$ cat src/fupc_map.vh
/*
 * Register offsets, command codes, field layouts and timing constants
 * of the flash unlock and protection controller.
 * Assumes an 8-bit register file port and a 40 MHz system clock.
 */
// How it works
// - Array erases in 512-byte pages of 8 rows of 64 bytes, or all program memory by mass erase.
// - Protection sector is 1024 bytes on largest size, 512 otherwise.
// - First two program memory bytes hold the option bits.
// - Information area FE00-FFFF is readable, never erased or written.
// - Software loads a 16-bit kHz clock rate before program or erase.
// - Readout protect bit blocks debugger reads of user code.
// - Program protect bit 0 blocks user program and erase.
// - Reset leaves the controller locked.
// - CPU unlock is page select, 73h, 8ch, page select again; debugger unlock ends at 8ch.
// - Differing page selects relock; matching ones set active page.
// - Command 95h erases the active page if its sector is open.
// - Any other command after unlock relocks the controller.
// - Mass erase is accepted only from the debug port.
// - Unlocked page accepts repeated byte writes and stays unlocked.
// - Any command write during byte writing relocks the page.
// - At most 8 sectors; a sector is never smaller than a page.
// - Sector protect resets to zero; user code cannot clear bits.
// - Command 5eh maps sector protect onto page select address.
// - User writes to sector protect only set bits.
// - Protect bits block CPU writes and page erases, not debugger ones.
// - Command register and state register share address ff8.
// - Debugger command 63h after unlock mass erases program memory.
// - Completed erase returns the controller to locked.
`ifndef FUPC_MAP_VH
`define FUPC_MAP_VH
`define FUPC_ADDR_CMD       12'hff8
`define FUPC_ADDR_PAGE      12'hff9
`define FUPC_ADDR_RATE_HI   12'hffa
`define FUPC_ADDR_RATE_LO   12'hffb
`define FUPC_CMD_UNLOCK1    8'h73
`define FUPC_CMD_UNLOCK2    8'h8c
`define FUPC_CMD_PAGE_ERASE 8'h95
`define FUPC_CMD_MASS_ERASE 8'h63
`define FUPC_CMD_PROT_SEL   8'h5e
`define FUPC_PAGE_BYTES     512
`define FUPC_ROW_BYTES      64
`define FUPC_ROWS_PER_PAGE  8
`define FUPC_MEM_BYTES      8192
`define FUPC_SECTOR_BYTES   1024
`define FUPC_OPT_BYTES      2
`define FUPC_INFO_BASE      16'hfe00
`define FUPC_PAGE_MSB       12
`define FUPC_PAGE_LSB       9
`define FUPC_SECT_MSB       12
`define FUPC_SECT_LSB       10
`define FUPC_PROG_US        16'd40
`define FUPC_ERASE_MS       16'd10
`define FUPC_RST_PROT       8'h00
`define FUPC_RST_RATE       16'h0000
`define FUPC_ST_LOCKED      3'd0
`define FUPC_ST_UNLK1       3'd1
`define FUPC_ST_UNLK2       3'd2
`define FUPC_ST_OPEN        3'd3
`define FUPC_ST_BUSY        3'd4
`endif

$ cat src/fupc_ctrl.v
/*
 * Flash unlock and protection controller: command, page select,
 * sector protect and clock-rate registers, and the array controls.
 * Assumes a register-file write/read strobe port shared by CPU and
 * debugger (dbg_sel marks debugger access) and a flash array that
 * acts on one-cycle erase and program pulses.
 */
`timescale 1ns/10ps
`include "fupc_map.vh"
module fupc_ctrl (
  input  wire        clk,
  input  wire        sys_rst,
  input  wire        reg_wr,
  input  wire        reg_rd,
  input  wire [11:0] reg_addr,
  input  wire [7:0]  reg_wdata,
  input  wire        dbg_sel,
  output reg  [7:0]  reg_rdata,
  input  wire        program_protect_bit,
  input  wire        readout_protect_bit,
  input  wire        mem_wr,
  input  wire        mem_rd,
  input  wire [15:0] mem_addr,
  input  wire [7:0]  mem_wdata,
  output wire        mem_rd_block,
  output wire        mem_wr_refused,
  output reg         fl_prog_r,
  output reg         fl_page_erase_r,
  output reg         fl_mass_erase_r,
  output reg  [15:0] fl_addr_r,
  output reg  [7:0]  fl_wdata_r,
  output wire        cpu_stall
);
  reg  [2:0]  state_r;
  reg  [2:0]  state_nxt;
  reg  [7:0]  page_sel_r;
  reg  [7:0]  active_page_r;
  reg  [7:0]  sect_prot_r;
  reg         prot_map_r;
  reg         open_mass_r;
  reg  [15:0] rate_r;
  reg         erase_op_r;
  reg         timer_start_r;
  reg  [15:0] timer_dur_r;
  wire        timer_busy;
  wire        timer_done;
  wire        wr_cmd;
  wire        wr_page;
  wire        in_prog;
  wire        in_info;
  wire [2:0]  act_sect;
  wire [2:0]  wr_sect;
  wire        act_sect_open;
  wire        wr_sect_open;
  wire        user_ok;
  wire        byte_ok;
  wire [15:0] erase_us;

  assign wr_cmd  = reg_wr && (reg_addr == `FUPC_ADDR_CMD);
  assign wr_page = reg_wr && (reg_addr == `FUPC_ADDR_PAGE);
  assign in_prog = (mem_addr < 16'h2000);
  // Information area never takes program or erase
  assign in_info = (mem_addr >= `FUPC_INFO_BASE);
  // Sector is one eighth of memory, one sector per two pages
  assign act_sect = active_page_r[3:1];
  assign wr_sect  = mem_addr[`FUPC_SECT_MSB:`FUPC_SECT_LSB];
  // Protect bits bind CPU only
  assign act_sect_open = dbg_sel || !sect_prot_r[act_sect];
  assign wr_sect_open  = dbg_sel || !sect_prot_r[wr_sect];
  assign user_ok = dbg_sel || program_protect_bit;
  // Byte program only into active page unless debugger
  assign byte_ok = (state_r == `FUPC_ST_OPEN) && in_prog && !in_info &&
                   user_ok && wr_sect_open && rate_r != 16'h0000 &&
                   (dbg_sel || open_mass_r ||
                    mem_addr[`FUPC_PAGE_MSB:`FUPC_PAGE_LSB] ==
                    active_page_r[3:0]);
  assign mem_wr_refused = mem_wr && !byte_ok;
  // Debugger reads of user code blocked under readout protection
  assign mem_rd_block = mem_rd && dbg_sel && readout_protect_bit &&
                        in_prog;
  assign cpu_stall = timer_busy || timer_start_r;
  assign erase_us = `FUPC_ERASE_MS * 16'd1000;

  fupc_timer u_timer (
    .clk      (clk),
    .sys_rst  (sys_rst),
    .start    (timer_start_r),
    .rate_khz (rate_r),
    .dur_us   (timer_dur_r),
    .busy_r   (timer_busy),
    .done     (timer_done)
  );

  always @* begin
    state_nxt = state_r;
    case (state_r)
      `FUPC_ST_LOCKED: begin
        if (wr_cmd && reg_wdata == `FUPC_CMD_UNLOCK1) begin
          state_nxt = `FUPC_ST_UNLK1;
        end
      end
      `FUPC_ST_UNLK1: begin
        if (wr_cmd) begin
          state_nxt = (reg_wdata == `FUPC_CMD_UNLOCK2) ?
                      (dbg_sel ? `FUPC_ST_OPEN : `FUPC_ST_UNLK2) :
                      `FUPC_ST_LOCKED;
        end
      end
      `FUPC_ST_UNLK2: begin
        if (wr_page && !prot_map_r) begin
          state_nxt = (reg_wdata == page_sel_r) ? `FUPC_ST_OPEN :
                      `FUPC_ST_LOCKED;
        end else if (wr_cmd) begin
          state_nxt = `FUPC_ST_LOCKED;
        end
      end
      `FUPC_ST_OPEN: begin
        if (wr_cmd) begin
          state_nxt = `FUPC_ST_LOCKED;
          if (reg_wdata == `FUPC_CMD_PAGE_ERASE && user_ok &&
              act_sect_open && rate_r != 16'h0000) begin
            state_nxt = `FUPC_ST_BUSY;
          end
          if (reg_wdata == `FUPC_CMD_MASS_ERASE && dbg_sel &&
              rate_r != 16'h0000) begin
            state_nxt = `FUPC_ST_BUSY;
          end
        end else if (mem_wr && byte_ok) begin
          state_nxt = `FUPC_ST_BUSY;
        end
      end
      `FUPC_ST_BUSY: begin
        if (timer_done) begin
          // Erase relocks; byte program keeps the page open
          state_nxt = erase_op_r ? `FUPC_ST_LOCKED :
                      `FUPC_ST_OPEN;
        end
      end
      default: state_nxt = `FUPC_ST_LOCKED;
    endcase
  end

  always @(posedge clk) begin
    if (sys_rst) begin
      state_r         <= `FUPC_ST_LOCKED;
      page_sel_r      <= 8'h00;
      active_page_r   <= 8'h00;
      sect_prot_r     <= `FUPC_RST_PROT;
      prot_map_r      <= 1'b0;
      open_mass_r     <= 1'b0;
      rate_r          <= `FUPC_RST_RATE;
      erase_op_r      <= 1'b0;
      timer_start_r   <= 1'b0;
      timer_dur_r     <= 16'h0000;
      fl_prog_r       <= 1'b0;
      fl_page_erase_r <= 1'b0;
      fl_mass_erase_r <= 1'b0;
      fl_addr_r       <= 16'h0000;
      fl_wdata_r      <= 8'h00;
    end else begin
      state_r         <= state_nxt;
      timer_start_r   <= 1'b0;
      fl_prog_r       <= 1'b0;
      fl_page_erase_r <= 1'b0;
      fl_mass_erase_r <= 1'b0;
      if (wr_cmd) begin
        prot_map_r <= (reg_wdata == `FUPC_CMD_PROT_SEL);
      end
      if (reg_wr && reg_addr == `FUPC_ADDR_RATE_HI) begin
        rate_r[15:8] <= reg_wdata;
      end
      if (reg_wr && reg_addr == `FUPC_ADDR_RATE_LO) begin
        rate_r[7:0] <= reg_wdata;
      end
      if (wr_page && prot_map_r) begin
        // User sets only; debugger may write either way
        sect_prot_r <= dbg_sel ? reg_wdata :
                       (sect_prot_r | reg_wdata);
      end else if (wr_page && (state_r != `FUPC_ST_OPEN || dbg_sel)) begin
        page_sel_r <= reg_wdata;
        if (state_r == `FUPC_ST_UNLK1 && dbg_sel) begin
          active_page_r <= reg_wdata;
        end
      end
      if (state_r == `FUPC_ST_UNLK2 && state_nxt == `FUPC_ST_OPEN) begin
        active_page_r <= reg_wdata;
        open_mass_r   <= 1'b0;
      end
      if (state_r == `FUPC_ST_UNLK1 && state_nxt == `FUPC_ST_OPEN) begin
        active_page_r <= page_sel_r;
        open_mass_r   <= 1'b0;
      end
      if (state_r == `FUPC_ST_OPEN && state_nxt == `FUPC_ST_BUSY) begin
        timer_start_r <= 1'b1;
        erase_op_r    <= wr_cmd;
        timer_dur_r   <= wr_cmd ? erase_us : `FUPC_PROG_US;
        if (wr_cmd && reg_wdata == `FUPC_CMD_MASS_ERASE) begin
          fl_mass_erase_r <= 1'b1;
          open_mass_r     <= 1'b1;
        end else if (wr_cmd) begin
          // Whole page only, 8 rows of 64 bytes
          fl_page_erase_r <= 1'b1;
          fl_addr_r <= {3'b000, active_page_r[3:0], 9'h000};
        end else begin
          fl_prog_r  <= 1'b1;
          fl_addr_r  <= mem_addr;
          fl_wdata_r <= mem_wdata;
        end
      end
    end
  end

  // State readback shares the command address
  always @* begin
    reg_rdata = 8'h00;
    if (reg_rd) begin
      case (reg_addr)
        `FUPC_ADDR_CMD:     reg_rdata = {5'b00000, state_r};
        `FUPC_ADDR_PAGE:    reg_rdata = prot_map_r ? sect_prot_r :
                                        page_sel_r;
        `FUPC_ADDR_RATE_HI: reg_rdata = rate_r[15:8];
        `FUPC_ADDR_RATE_LO: reg_rdata = rate_r[7:0];
        default:            reg_rdata = 8'h00;
      endcase
    end
  end
endmodule

$ cat src/fupc_timer.v
/*
 * Pulse timer: counts a duration given in microseconds against the
 * kHz clock-rate value, one tick per microsecond.
 * Assumes start is a single-cycle pulse and rate is nonzero.
 */
`timescale 1ns/10ps
`include "fupc_map.vh"
module fupc_timer (
  input  wire        clk,
  input  wire        sys_rst,
  input  wire        start,
  input  wire [15:0] rate_khz,
  input  wire [15:0] dur_us,
  output reg         busy_r,
  output wire        done
);
  reg  [15:0] frac_r;
  reg  [15:0] us_r;
  wire        tick;
  // One microsecond elapses when kHz/1000 clocks have passed
  assign tick = (frac_r + 16'd1000 >= rate_khz);
  assign done = busy_r && tick && (us_r == 16'd1);
  always @(posedge clk) begin
    if (sys_rst) begin
      busy_r <= 1'b0;
      frac_r <= 16'h0000;
      us_r   <= 16'h0000;
    end else if (start) begin
      busy_r <= 1'b1;
      frac_r <= 16'h0000;
      us_r   <= (dur_us == 16'h0000) ? 16'd1 : dur_us;
    end else if (busy_r) begin
      if (tick) begin
        frac_r <= frac_r + 16'd1000 - rate_khz;
        us_r   <= us_r - 16'd1;
        if (us_r == 16'd1) begin
          busy_r <= 1'b0;
        end
      end else begin
        frac_r <= frac_r + 16'd1000;
      end
    end
  end
endmodule

$ cat config.mk
export PLATFORM = sky130hd
export DESIGN_NAME = fupc_ctrl
export DESIGN_NICKNAME = d
export VERILOG_FILES = /design/src/fupc_ctrl.v /design/src/fupc_timer.v
export VERILOG_INCLUDE_DIRS = /design/src
export SDC_FILE = /design/constraint.sdc
export NUM_CORES = 1
export LEC_CHECK = 0
export BUFFER_PORTS_ARGS = -buffer_cell sky130_fd_sc_hd__buf_2
export CORE_ASPECT_RATIO = 1.25
export CORE_MARGIN = 2
export CORE_UTILIZATION = 54
export CTS_BUF_LIST = sky130_fd_sc_hd__clkbuf_8
export DETAILED_ROUTE_END_ITERATION = 10
export GPL_TIMING_DRIVEN = 1
export HOLD_SLACK_MARGIN = 0.02
export PLACE_DENSITY = 0.87
export RECOVER_POWER = 25
export SLEW_MARGIN = 20
export SYNTH_ARGS = -nofsm -noshare
export SYNTH_HDL_FRONTEND = slang
export SYNTH_SLANG_ARGS = --single-unit
export TNS_END_PERCENT = 5
$ cat constraint.sdc
create_clock -name clk -period 3.1 [get_ports clk]
set_input_delay 0.62 -clock clk [delete_from_list [all_inputs] [get_ports clk]]
set_output_delay 0.62 -clock clk [all_outputs]
set_load 0.03 [all_outputs]
==> impl_results.md, run 1 <==
* Status: finished, violations left
* Violated checks: negative setup slack
* Finished Layout Cells at 980
* Top FF cell, synth: dfxtp_1
* Combinational power share at 0.053
* Final ANT Viol Nets at 0
* Antenna Diode Count at 0
* Vias at about 6,000
* Slowest cell on crit path: or3_4
* Flops & latches, synth at approximately 100
* Worst setup SP type: flop
* Fin nets at just over 900
* Setup TNS at -5630 ps
* NetSw at between 600 and 700 µW
* Period utilization at 1.08
* Commonest non-fill, non-tap cell in the layout: nor2_1
* Multi-input gate area at slightly below 0.004 mm²
* Avg Vias per Cell at slightly above 6
* Final WL at 16,400 µm
* Worst-Margin Slew at 1040 ps
* Critical path buffers and inverters at 2
* Delay-heaviest family, CP: simple AND/OR/NAND/NOR gates
* Yosys warns at 0
* FF+latch area at around 0.0021 mm²
* EDFF count, synth at 0
* R2R setup slack at -240 ps
* GP Congestion at 0.929
* Max_cap viols at 0
* Area of the die at around 0.012 mm²
* Initial antenna violation count at 0
* Hold Path Depth at 3
* Grt ovf at 0
* Pin count of the biggest net entering global routing at 42
* Final Worst Setup Slack at -237 ps
* Cell area after placement at about 0.0070 mm²
* Worst-case reg-to-reg path depth at 15
* P_int at around 1.7 mW
* Crit path kind: flop to flop
* Worst vdd ir at 0.302 mV
* Placed Cells at 953
* Clk buf depth at 2
* # setup viols final at 36
* Mapped Nets at around 800
* Buffers added on ports at 90
* I/O pin total at ~90
* Die Span X at between 90 and 100 µm
* CP endpoint kind: flop
* F_max at around 0.30 GHz
* Hold Violations, Final at 0
* DRT iter0 DRCs at ~480
* Largest fanout on the critical path at 6
* Worst-Skew Late Latency at a little under 400 ps
* Seq pwr share at 0.570
* Top cells by area, synth: dfxtp_1, mux2i_1, nor2_1
* Final period demand of the worst path at 3340 ps
* Post-synth top area share at 0.338
* Most frequent cells in the layout: nor2_1, dfxtp_1, buf_2
* Die height at between 100 and 150 µm
* Max Slew Vio Count at 0
* Seq/Total Area, Yosys at 0.338
* Syn-to-layout area delta at 19.8%
* First-pass DRT Iterations at 5
* Clock Skew at approximately 10 ps
* CTS Buf Count at 9
* Worst Hold Class: input port to flop
* Worst reg2reg endpoint: u_timer.us_r[13]$_SDFFE_PP0P_
* # rows at 43
* Origin of the critical flop-to-flop path: u_timer.frac_r[3]$_SDFFE_PP0P_
* Max-slew headroom at 0.297
* CTS HTree Levels at 3
* Root Buffer Master: clkbuf_8
* Post-synthesis cell type count at between 70 and 80
* CTS tree: yes
* RSZ-0062 raised after global routing: yes
* Placement Setup Slack at -286 ps
* Sw Share at 0.271
* Post-Syn Instances at 719
* Fin area at between 0.007 and 0.008 mm²
* DRC at 0
* FILL cells at 877
* Power per Cell Area at around 320 mW/mm²
* DP HPWL at between 10,000 and 15,000 µm
* Hold EP: fl_addr_r[8]$_SDFFE_PP0P_
* Share of post-route cells with drive strength above 1 at 0.218
* Hold-fix buffers at CTS at 0
* Leakage at approximately 3.0 nW
* Global-route wire length before repair at roughly 26,000 µm
* GRT Util Overall at 0.263
* Yosys top cell by area: dfxtp_1
* Wire length per cell at between 15 and 20 µm
* Critical Path AT at about 3600 ps
* Syn avg cell area at 8.56 µm²
* Critical Path Max Stage Delay at roughly 400 ps
* FFs w/ async S/R, synth at 0
* Mapped Area at about 0.0062 mm²
* Vias in the first global route at between 5,000 and 6,000
* Cell Chain, Critical Path: ha_4 > nor3_4 > nand2b_1 > or3_4 > nand2_1 > xnor2_1 > ha_1 > a31oi_1 > and4bb_2 > a221oi_4 > buf_6 > buf_6 > nand4b_1 > xnor2_1 > o21a_1
* Hold Startpoint: mem_addr[8]
* Clock power share at 0.377
* CP required at ~3400 ps
* Core Area at about 0.011 mm²
* Starting Density at 0.555
* Clk slew on worst S/H paths at around 120 ps
* Clock Sinks at around 100
==> synth_stat cells, types with 11 or more instances <==
library cell and instances:
o21a_1 11, ha_1 19, mux2i_1 58, inv_1 28, clkbuf_1 28, dfxtp_1 104
xor2_1 17, nand3_1 12, a21oi_1 25, nor2b_1 11, a22oi_1 22, xnor2_1 31
nand4_1 13, nor2_1 110, nor3_1 12, o21ai_0 24, nand2_1 40, a211oi_1 18
==> registers in the layout, summed over array words and instances, names as in the netlist, 4 cells and up <==
name            count
sect_prot_r         8
rate_r             16
page_sel_r          8
active_page_r       4
u_timer.us_r       16
fl_addr_r          16
fl_wdata_r          8
u_timer.frac_r     16
==> final cells by class <==
| type | instances | area share |
|---|---|---|
| multi-input cells | 551 | 0.535 |
| well taps | 135 | 0.0229 |
| inverters | 29 | 0.0148 |
| repair buffers | 145 | 0.117 |
| clock inverters | 7 | 0.0115 |
| clock buffers | 9 | 0.0168 |
| flip-flops and latches | 104 | 0.283 |
==> per-stage QoR <==
stage / power, mW / hold WS (ps) / utilization
after detailed placement: 1.49 / 468 / 0.633
final: 2.34 / 458 / 0.665
after global placement: 1.49 / 461 / 0.633
after floorplan: 1.43 / 461 / -
after CTS: 2.35 / 454 / 0.660
after global routing: 2.41 / 463 / 0.665
==> timing repair <==
action / in CTS / in global routing
endpoints found under the setup margin: 36 / 36
pin swaps: 12 / 14
setup buffers: 7 / 3
cloned: 1 / 0
resized for setup: 12 / 12
==> how the worst max path moves through the flow <==
| stage | from | to | depth (start not counted) |
|---|---|---|---|
| 2_1_floorplan | u_timer.frac_r[4]$_SDFFE_PP0P_ | u_timer.us_r[4]$_SDFFE_PP0P_ | 15 |
| 4_1_cts | u_timer.frac_r[3]$_SDFFE_PP0P_ | u_timer.us_r[13]$_SDFFE_PP0P_ | 15 |
| 3_5_place_dp | u_timer.frac_r[4]$_SDFFE_PP0P_ | u_timer.us_r[9]$_SDFFE_PP0P_ | 15 |
| 3_3_place_gp | u_timer.frac_r[4]$_SDFFE_PP0P_ | u_timer.us_r[9]$_SDFFE_PP0P_ | 15 |
| 5_1_grt | u_timer.frac_r[3]$_SDFFE_PP0P_ | u_timer.frac_r[10]$_SDFFE_PP0P_ | 16 |
| 6_report | u_timer.frac_r[3]$_SDFFE_PP0P_ | u_timer.us_r[13]$_SDFFE_PP0P_ | 15 |
==> power groups by stage <==
stage | Clock, mW | Sequential (mW) | Combinational (mW)
floorplan | 0 | 1.37 | 0.0674
global placement | 0 | 1.37 | 0.120
global route | 0.941 | 1.34 | 0.134
detailed placement | 0 | 1.37 | 0.122
CTS | 0.889 | 1.34 | 0.122
finish | 0.884 | 1.34 | 0.124
==> layer usage <==
layer | up-vias | global-route usage | wire length, µm
met5 | - | 0 | 0
met4 | 0 | 0.121 | 527
met3 | 58 | 0.0339 | 832
met2 | 253 | 0.469 | 8360
met1 | 2809 | 0.315 | 6670
li1 | 2834 | - | -
==> worst reg2reg max path, delay by kind of cell (launching register included) <==
family                   cells  cell delay [ps]
flip-flops                   1              350
buffers and inverters        2              280
AO/OA/AOI/OAI                3              620
adder cells (fa/ha/maj)      2              570
XOR/XNOR                     2              260
AND/OR/NAND/NOR              6             1170
==> cell families after synthesis <==
family                     after synthesis  synth area share
and+or+nand+nor                        268             0.226
AOI/OAI and AO/OA                      149             0.169
DFF                                    104             0.338
muxes                                   66             0.116
buffers and inverters                   64            0.0406
xor gates and xnor gates                48            0.0683
adders and majority gates               20            0.0419
No activity file was read; power rests on OpenSTA's default activity.
==> run 2, diff against run 1 <==
--- a/config.mk
+++ b/config.mk
@@ -14,7 +14,7 @@
 export DETAILED_ROUTE_END_ITERATION = 10
 export GPL_TIMING_DRIVEN = 1
 export HOLD_SLACK_MARGIN = 0.02
-export PLACE_DENSITY = 0.87
+export PLACE_DENSITY = 0.9
 export RECOVER_POWER = 25
 export SLEW_MARGIN = 20
 export SYNTH_ARGS = -nofsm -noshare
==> run 2 against run 1 <==
Against the previous run:
- the flow still finishes with violations (negative setup slack)
- via count shrank 1.8%
- maximum frequency fell by 0.50%
- worst hold slack gained 1.2 ps
- core utilization is 0.81 points lower
- final cell count shrank 0.92%
- clock power rose by 2%
==> impl_results.md, run 2 (synthesized netlist as in run 1, its figures left out) <==
* Hold-fix buffers at CTS at 0 (unchanged)
* Violated checks: negative setup slack
* Worst-Margin Slew at 1150 ps (+102 ps)
* Buffers added on ports at 90 (unchanged)
* Max-slew headroom at 0.228 (-0.0686)
* Global-route wire length before repair at 26,200 µm (-0.13%)
* Syn-to-layout area delta at 18.3%
* Root Buffer Master: clkbuf_8
* Multi-input gate area at 0.00391 mm² (-0.76%)
* Power per Cell Area at 324 mW/mm² (+2.0%)
* CP required at 3390 ps (about the same)
* Starting Density at 0.555 (unchanged)
* Most frequent cells in the layout: nor2_1, dfxtp_1, buf_2
* Pin count of the biggest net entering global routing at 44 (+4.8%)
* Finished Layout Cells at 971 (-0.92%)
* Utilization after layout at 0.657 (-0.00813)
* DRC at 0 (unchanged)
* Die Span X at 99.5 µm (unchanged)
* RSZ-0062 raised after global routing: yes
* Max Slew Vio Count at 0 (unchanged)
* # rows at 43 (unchanged)
* Placement Setup Slack at -290 ps (-3.95 ps)
* Initial antenna violation count at 0 (unchanged)
* Fin area at 0.00728 mm² (-1.2%)
* F_max at 0.298 GHz (-0.50%)
* Antenna Diode Count at 0 (unchanged)
* Clk buf depth at 2 (unchanged)
* Hold Startpoint: mem_wdata[2]
* GP Congestion at 0.933 (+0.45%)
* Tot Pwr at 2.36 mW (+0.79%)
* CTS tree: yes
* FF+latch area at 0.00208 mm² (unchanged)
* Area of the die at 0.0123 mm² (unchanged)
* Crit path kind: flop to flop
* Worst setup SP type: flop
* Hold Path Depth at 3 (unchanged)
* GRT Util Overall at 0.263 (-0.000566)
* Worst-Skew Late Latency at 390 ps (about the same)
* Core Area at 0.0111 mm² (unchanged)
* Status: finished, violations left
* R2R setup slack at -250 ps (-20 ps)
* Setup TNS at -4160 ps (+1470 ps)
* Cell area after placement at 0.00701 mm² (about the same)
* DP HPWL at 11,600 µm (+1.5%)
* Clock Sinks at 104 (unchanged)
* Worst reg2reg endpoint: u_timer.us_r[13]$_SDFFE_PP0P_
* Final period demand of the worst path at 3350 ps (+16.9 ps)
* Fin nets at 904 (-0.99%)
* CTS HTree Levels at 3 (unchanged)
* Avg Vias per Cell at 6.02 (-0.89%)
* Worst-case reg-to-reg path depth at 17 (+2)
* Wire length per cell at 16.9 µm (+1.1%)
* Clock Skew at 14.1 ps (+3.75 ps)
* Final WL at 16,400 µm (+0.22%)
* Critical Path AT at 3640 ps (about the same)
* Grt ovf at 0 (unchanged)
* Largest fanout on the critical path at 8 (+2)
* Commonest non-fill, non-tap cell in the layout: nor2_1
* Hold Violations, Final at 0 (unchanged)
* Final ANT Viol Nets at 0 (unchanged)
* Origin of the critical flop-to-flop path: u_timer.frac_r[4]$_SDFFE_PP0P_
* Leakage at 2.91 nW (-1.9%)
* WHS at 459 ps (+1.18 ps)
* # setup viols final at 31 (-14%)
* Period utilization at 1.08 (+0.00544)
* FILL cells at 877 (unchanged)
* Worst vdd ir at 0.280 mV (-7.3%)
* DRT iter0 DRCs at 397 (-17%)
* Worst Hold Class: input port to flop
* Max_cap viols at 0 (unchanged)
* Final Worst Setup Slack at -253 ps (-16.9 ps)
* Vias at 5,847 (-1.8%)
* CTS Buf Count at 9 (unchanged)
* Share of post-route cells with drive strength above 1 at 0.202 (-0.0156)
* I/O pin total at 91 (unchanged)
* Die height at 123 µm (unchanged)
* CP endpoint kind: flop
* First-pass DRT Iterations at 7 (+2)
* Clk slew on worst S/H paths at 120 ps (about the same)
* Hold EP: fl_wdata_r[2]$_SDFFE_PP0P_
* Placed Cells at 951 (-0.21%)
* Vias in the first global route at 5,531 (-0.63%)
-- run 2: cell count changes in the layout (fill, tap and decap cells not counted), sizes merged --
cell	before	now
clkinv	4	3
clkinvlp	1	0
inv	31	33
buf	119	110
-- run 2: timing repair --
item                                   4_1_cts  5_1_grt
pin swaps                                   14        5
gates cloned                                 0        0
setup endpoints to repair                   36       36
buffers inserted                             4        0
endpoints found under the hold margin        0        0
gates resized for setup                     11        4
-- run 2: layout make-up --
class	instances	share of cell area
well taps	135	0.0232
clock buffers	9	0.0170
clock inverters	7	0.0122
flip-flops and latches	104	0.286
inverters	29	0.0149
multi-input cells	551	0.537
repair buffers	136	0.109
-- run 2: worst max-delay path by stage --
stage | cells past startpoint | slack [ps] | endpoint | start
after global routing | 16 | -430 | u_timer.us_r[9]$_SDFFE_PP0P_ | u_timer.frac_r[3]$_SDFFE_PP0P_
after global placement | 15 | -220 | u_timer.us_r[5]$_SDFFE_PP0P_ | u_timer.frac_r[4]$_SDFFE_PP0P_
after detailed placement | 15 | -290 | u_timer.us_r[5]$_SDFFE_PP0P_ | u_timer.frac_r[4]$_SDFFE_PP0P_
after CTS | 16 | -230 | u_timer.us_r[13]$_SDFFE_PP0P_ | u_timer.frac_r[4]$_SDFFE_PP0P_
after floorplan | 15 | -90 | u_timer.us_r[4]$_SDFFE_PP0P_ | u_timer.frac_r[4]$_SDFFE_PP0P_
final | 17 | -250 | u_timer.us_r[13]$_SDFFE_PP0P_ | u_timer.frac_r[4]$_SDFFE_PP0P_
-- run 2: power breakdown --
group	internal (mW)	total, mW	switching, mW
clock	0.334	0.902	0.568
sequential	1.34	1.34	0.0000407
combinational	0.0467	0.124	0.0776
-- run 2: metal layers --
metal | part of all wire | global-route usage
met5 | 0 | 0
met4 | 0.034 | 0.129
met3 | 0.046 | 0.0390
met2 | 0.52 | 0.466
met1 | 0.40 | 0.309
-- run 2: worst max-delay path, stage by stage (launching register included) --
cell,delay (ps)
dfxtp_2,350
buf_4,140
a21oi_2,170
nand2b_1,120
nor4_2,170
buf_4,180
nor2_1,50
xor2_1,220
ha_1,250
a211oi_2,90
nor2_2,160
and4bb_1,250
a221oi_4,380
buf_6,170
buf_12,100
nand4b_1,110
xnor2_1,190
o21a_1,160
==> run 3, diff against run 2 <==
--- a/config.mk
+++ b/config.mk
@@ -12,7 +12,7 @@
 export CORE_UTILIZATION = 54
 export CTS_BUF_LIST = sky130_fd_sc_hd__clkbuf_8
 export DETAILED_ROUTE_END_ITERATION = 10
-export GPL_TIMING_DRIVEN = 1
+export GPL_TIMING_DRIVEN = 0
 export HOLD_SLACK_MARGIN = 0.02
 export PLACE_DENSITY = 0.9
 export RECOVER_POWER = 25
==> run 3 against run 2 <==
Against the previous run:
- the flow still finishes with violations (negative setup slack)
- clock skew fell by 0.56 ps
- final cell count decreased by 0.10%
- highest routed layer unchanged
- largest cell class unchanged
- first-iteration DRC count grew 18%
- global-route usage increased by 1.1 points
- critical path depth decreased by 4
- die area unchanged
- critical path type unchanged
- clock power is essentially flat
- total power grew 0.20%
- maximum frequency shrank 1.6%
==> impl_results.md, run 3 (synthesized netlist as in run 1, its figures left out) <==
* CP endpoint kind: flop
* Area of the die at 0.0123 mm² (unchanged)
* Pin count of the biggest net entering global routing at 22 (-50%)
* Final period demand of the worst path at 3410 ps (+55.7 ps)
* Hold EP: fl_addr_r[5]$_SDFFE_PP0P_
* Starting Density at 0.555 (unchanged)
* DRC at 0 (unchanged)
* Clock power share at 0.380 (-0.002)
* Final ANT Viol Nets at 0 (unchanged)
* Origin of the critical flop-to-flop path: u_timer.frac_r[3]$_SDFFE_PP0P_
* Status: finished, violations left
* GP Congestion at 0.967 (+3.7%)
* Worst reg2reg endpoint: u_timer.frac_r[15]$_SDFFE_PP0P_
* Violated checks: negative setup slack
* Die Span X at 99.5 µm (unchanged)
* GRT Util Overall at 0.274 (+0.0109)
* Seq pwr share at 0.564 (about the same)
* Most frequent cells in the layout: nor2_1, dfxtp_1, buf_2
* Buffers added on ports at 83 (-7.8%)
* Cell area after placement at 0.00678 mm² (-3.2%)
* Fin nets at 903 (-0.11%)
* Largest fanout on the critical path at 5 (-3)
* F_max at 0.293 GHz (-1.6%)
* Hold Path Depth at 3 (unchanged)
* RSZ-0062 raised after global routing: yes
* # rows at 43 (unchanged)
* Worst-case reg-to-reg path depth at 13 (-4)
* Vias at 6,132 (+4.9%)
* Commonest non-fill, non-tap cell in the layout: nor2_1
* Crit path kind: flop to flop
* Clock Skew at 13.5 ps (-0.555 ps)
* Final WL at 18,000 µm (+9.4%)
* Hold Startpoint: mem_addr[5]
* Global-route wire length before repair at 26,900 µm (+2.9%)
* Vias in the first global route at 5,694 (+2.9%)
* Wire length per cell at 18.5 µm (+9.5%)
* Worst setup SP type: flop
* Combinational power share at 0.056 (+0.003)
* Sw Share at 0.278 (+0.00436)
* Leakage at 2.85 nW (-2.2%)
* Clk buf depth at 2 (unchanged)
* DP HPWL at 12,000 µm (+3.5%)
* Root Buffer Master: clkbuf_8
* Critical Path AT at 3720 ps (+80 ps)
* CP required at 3410 ps (+20 ps)
* CTS HTree Levels at 3 (unchanged)
* Max_cap viols at 0 (unchanged)
* CTS tree: yes
* P_int at 1.71 mW (-0.40%)
* Slowest cell on crit path: or3_4
* Die height at 123 µm (unchanged)
* Share of post-route cells with drive strength above 1 at 0.183 (-0.0189)
* Core Area at 0.0111 mm² (unchanged)
* NetSw at 657 µW (+1.8%)
* Syn-to-layout area delta at 17.7%
* Max Slew Vio Count at 0 (unchanged)
* Antenna Diode Count at 0 (unchanged)
* Power per Cell Area at 327 mW/mm² (+0.74%)
* Worst-Skew Late Latency at 400 ps (about the same)
* Period utilization at 1.10 (+0.0180)
* DRT iter0 DRCs at 469 (+18%)
* Setup TNS at -6020 ps (-1860 ps)
* Fin area at 0.00724 mm² (-0.53%)
* Grt ovf at 0 (unchanged)
* Initial antenna violation count at 0 (unchanged)
* Worst-Margin Slew at 1080 ps (-66.9 ps)
* Final Worst Setup Slack at -309 ps (-55.7 ps)
* R2R setup slack at -310 ps (-60 ps)
* Worst vdd ir at 0.361 mV (+29%)
* Clk slew on worst S/H paths at 120 ps (about the same)
* Clock Sinks at 104 (unchanged)
* Critical Path Max Stage Delay at 390 ps (about the same)
* Max-slew headroom at 0.273 (+0.0450)
* First-pass DRT Iterations at 5 (-2)
* Hold Violations, Final at 0 (unchanged)
* I/O pin total at 91 (unchanged)
* # setup viols final at 35 (+13%)
* CTS Buf Count at 9 (unchanged)
* Worst Hold Class: input port to flop
* Cell Chain, Critical Path: ha_4 > nor3_4 > nand2b_1 > or3_4 > nand2_1 > ha_2 > a21o_1 > and2_1 > nor4b_2 > a21oi_2 > a31oi_2 > mux2_4 > a221oi_2
* Avg Vias per Cell at 6.32 (+5.0%)
## run 3: final cells by class
cell class	count	area [µm²]
well taps	135	169
flip-flops and latches	104	2090
plain buffers	35	159
repair buffers	100	514
inverters	29	109
multi-input cells	551	4000
clock buffers	9	124
clock inverters	7	78.8
fillers	862	3840
## run 3: worst max path at each step
stage	start	to	slack, ps	cells past startpoint
floorplan	u_timer.frac_r[4]$_SDFFE_PP0P_	u_timer.us_r[4]$_SDFFE_PP0P_	-90	15
global placement	u_timer.frac_r[4]$_SDFFE_PP0P_	u_timer.frac_r[8]$_SDFFE_PP0P_	-560	14
detailed placement	u_timer.frac_r[4]$_SDFFE_PP0P_	u_timer.frac_r[8]$_SDFFE_PP0P_	-600	14
CTS	u_timer.frac_r[3]$_SDFFE_PP0P_	u_timer.us_r[9]$_SDFFE_PP0P_	-260	15
global route	u_timer.frac_r[3]$_SDFFE_PP0P_	u_timer.frac_r[15]$_SDFFE_PP0P_	-400	13
finish	u_timer.frac_r[3]$_SDFFE_PP0P_	u_timer.frac_r[15]$_SDFFE_PP0P_	-310	13
## run 3: timing repair
action,in CTS,in global routing
hold buffers,0,0
setup endpoints to repair,36,43
resized for setup,18,21
setup buffers,9,8
pin swaps,15,10
## run 3: critical path: cells and delay by family, from the launching register on
family	cells	cell delay (ps)
DFF	1	380
adders and majority gates	2	470
AOI/OAI and AO/OA	4	860
and+or+nand+nor	6	1290
muxes	1	330
## run 3: power by group through the flow
stage | sequential (mW) | clock (mW) | combinational [mW]
after floorplan | 1.37 | 0 | 0.0674
after global placement | 1.37 | 0 | 0.126
after detailed placement | 1.37 | 0 | 0.128
after CTS | 1.33 | 0.887 | 0.129
after global routing | 1.34 | 0.944 | 0.142
final | 1.33 | 0.899 | 0.134
## run 3: stage by stage
stage | hold slack [ps] | utilization | cells | worst slack, ps | total power [mW]
5_1_grt | 436 | 0.654 | 970 | -405 | 2.42
3_3_place_gp | 461 | 0.612 | 937 | -559 | 1.49
3_5_place_dp | 469 | 0.612 | 937 | -596 | 1.49
4_1_cts | 453 | 0.643 | 962 | -260 | 2.35
6_report | 451 | 0.654 | 970 | -309 | 2.37
2_1_floorplan | 461 | - | 719 | -91.4 | 1.43
## run 3: routing by layer
metal  track usage  part of all wire
met5             0                 0
met2         0.477              0.50
met1         0.314              0.37
met3        0.0430             0.067
met4         0.167             0.056
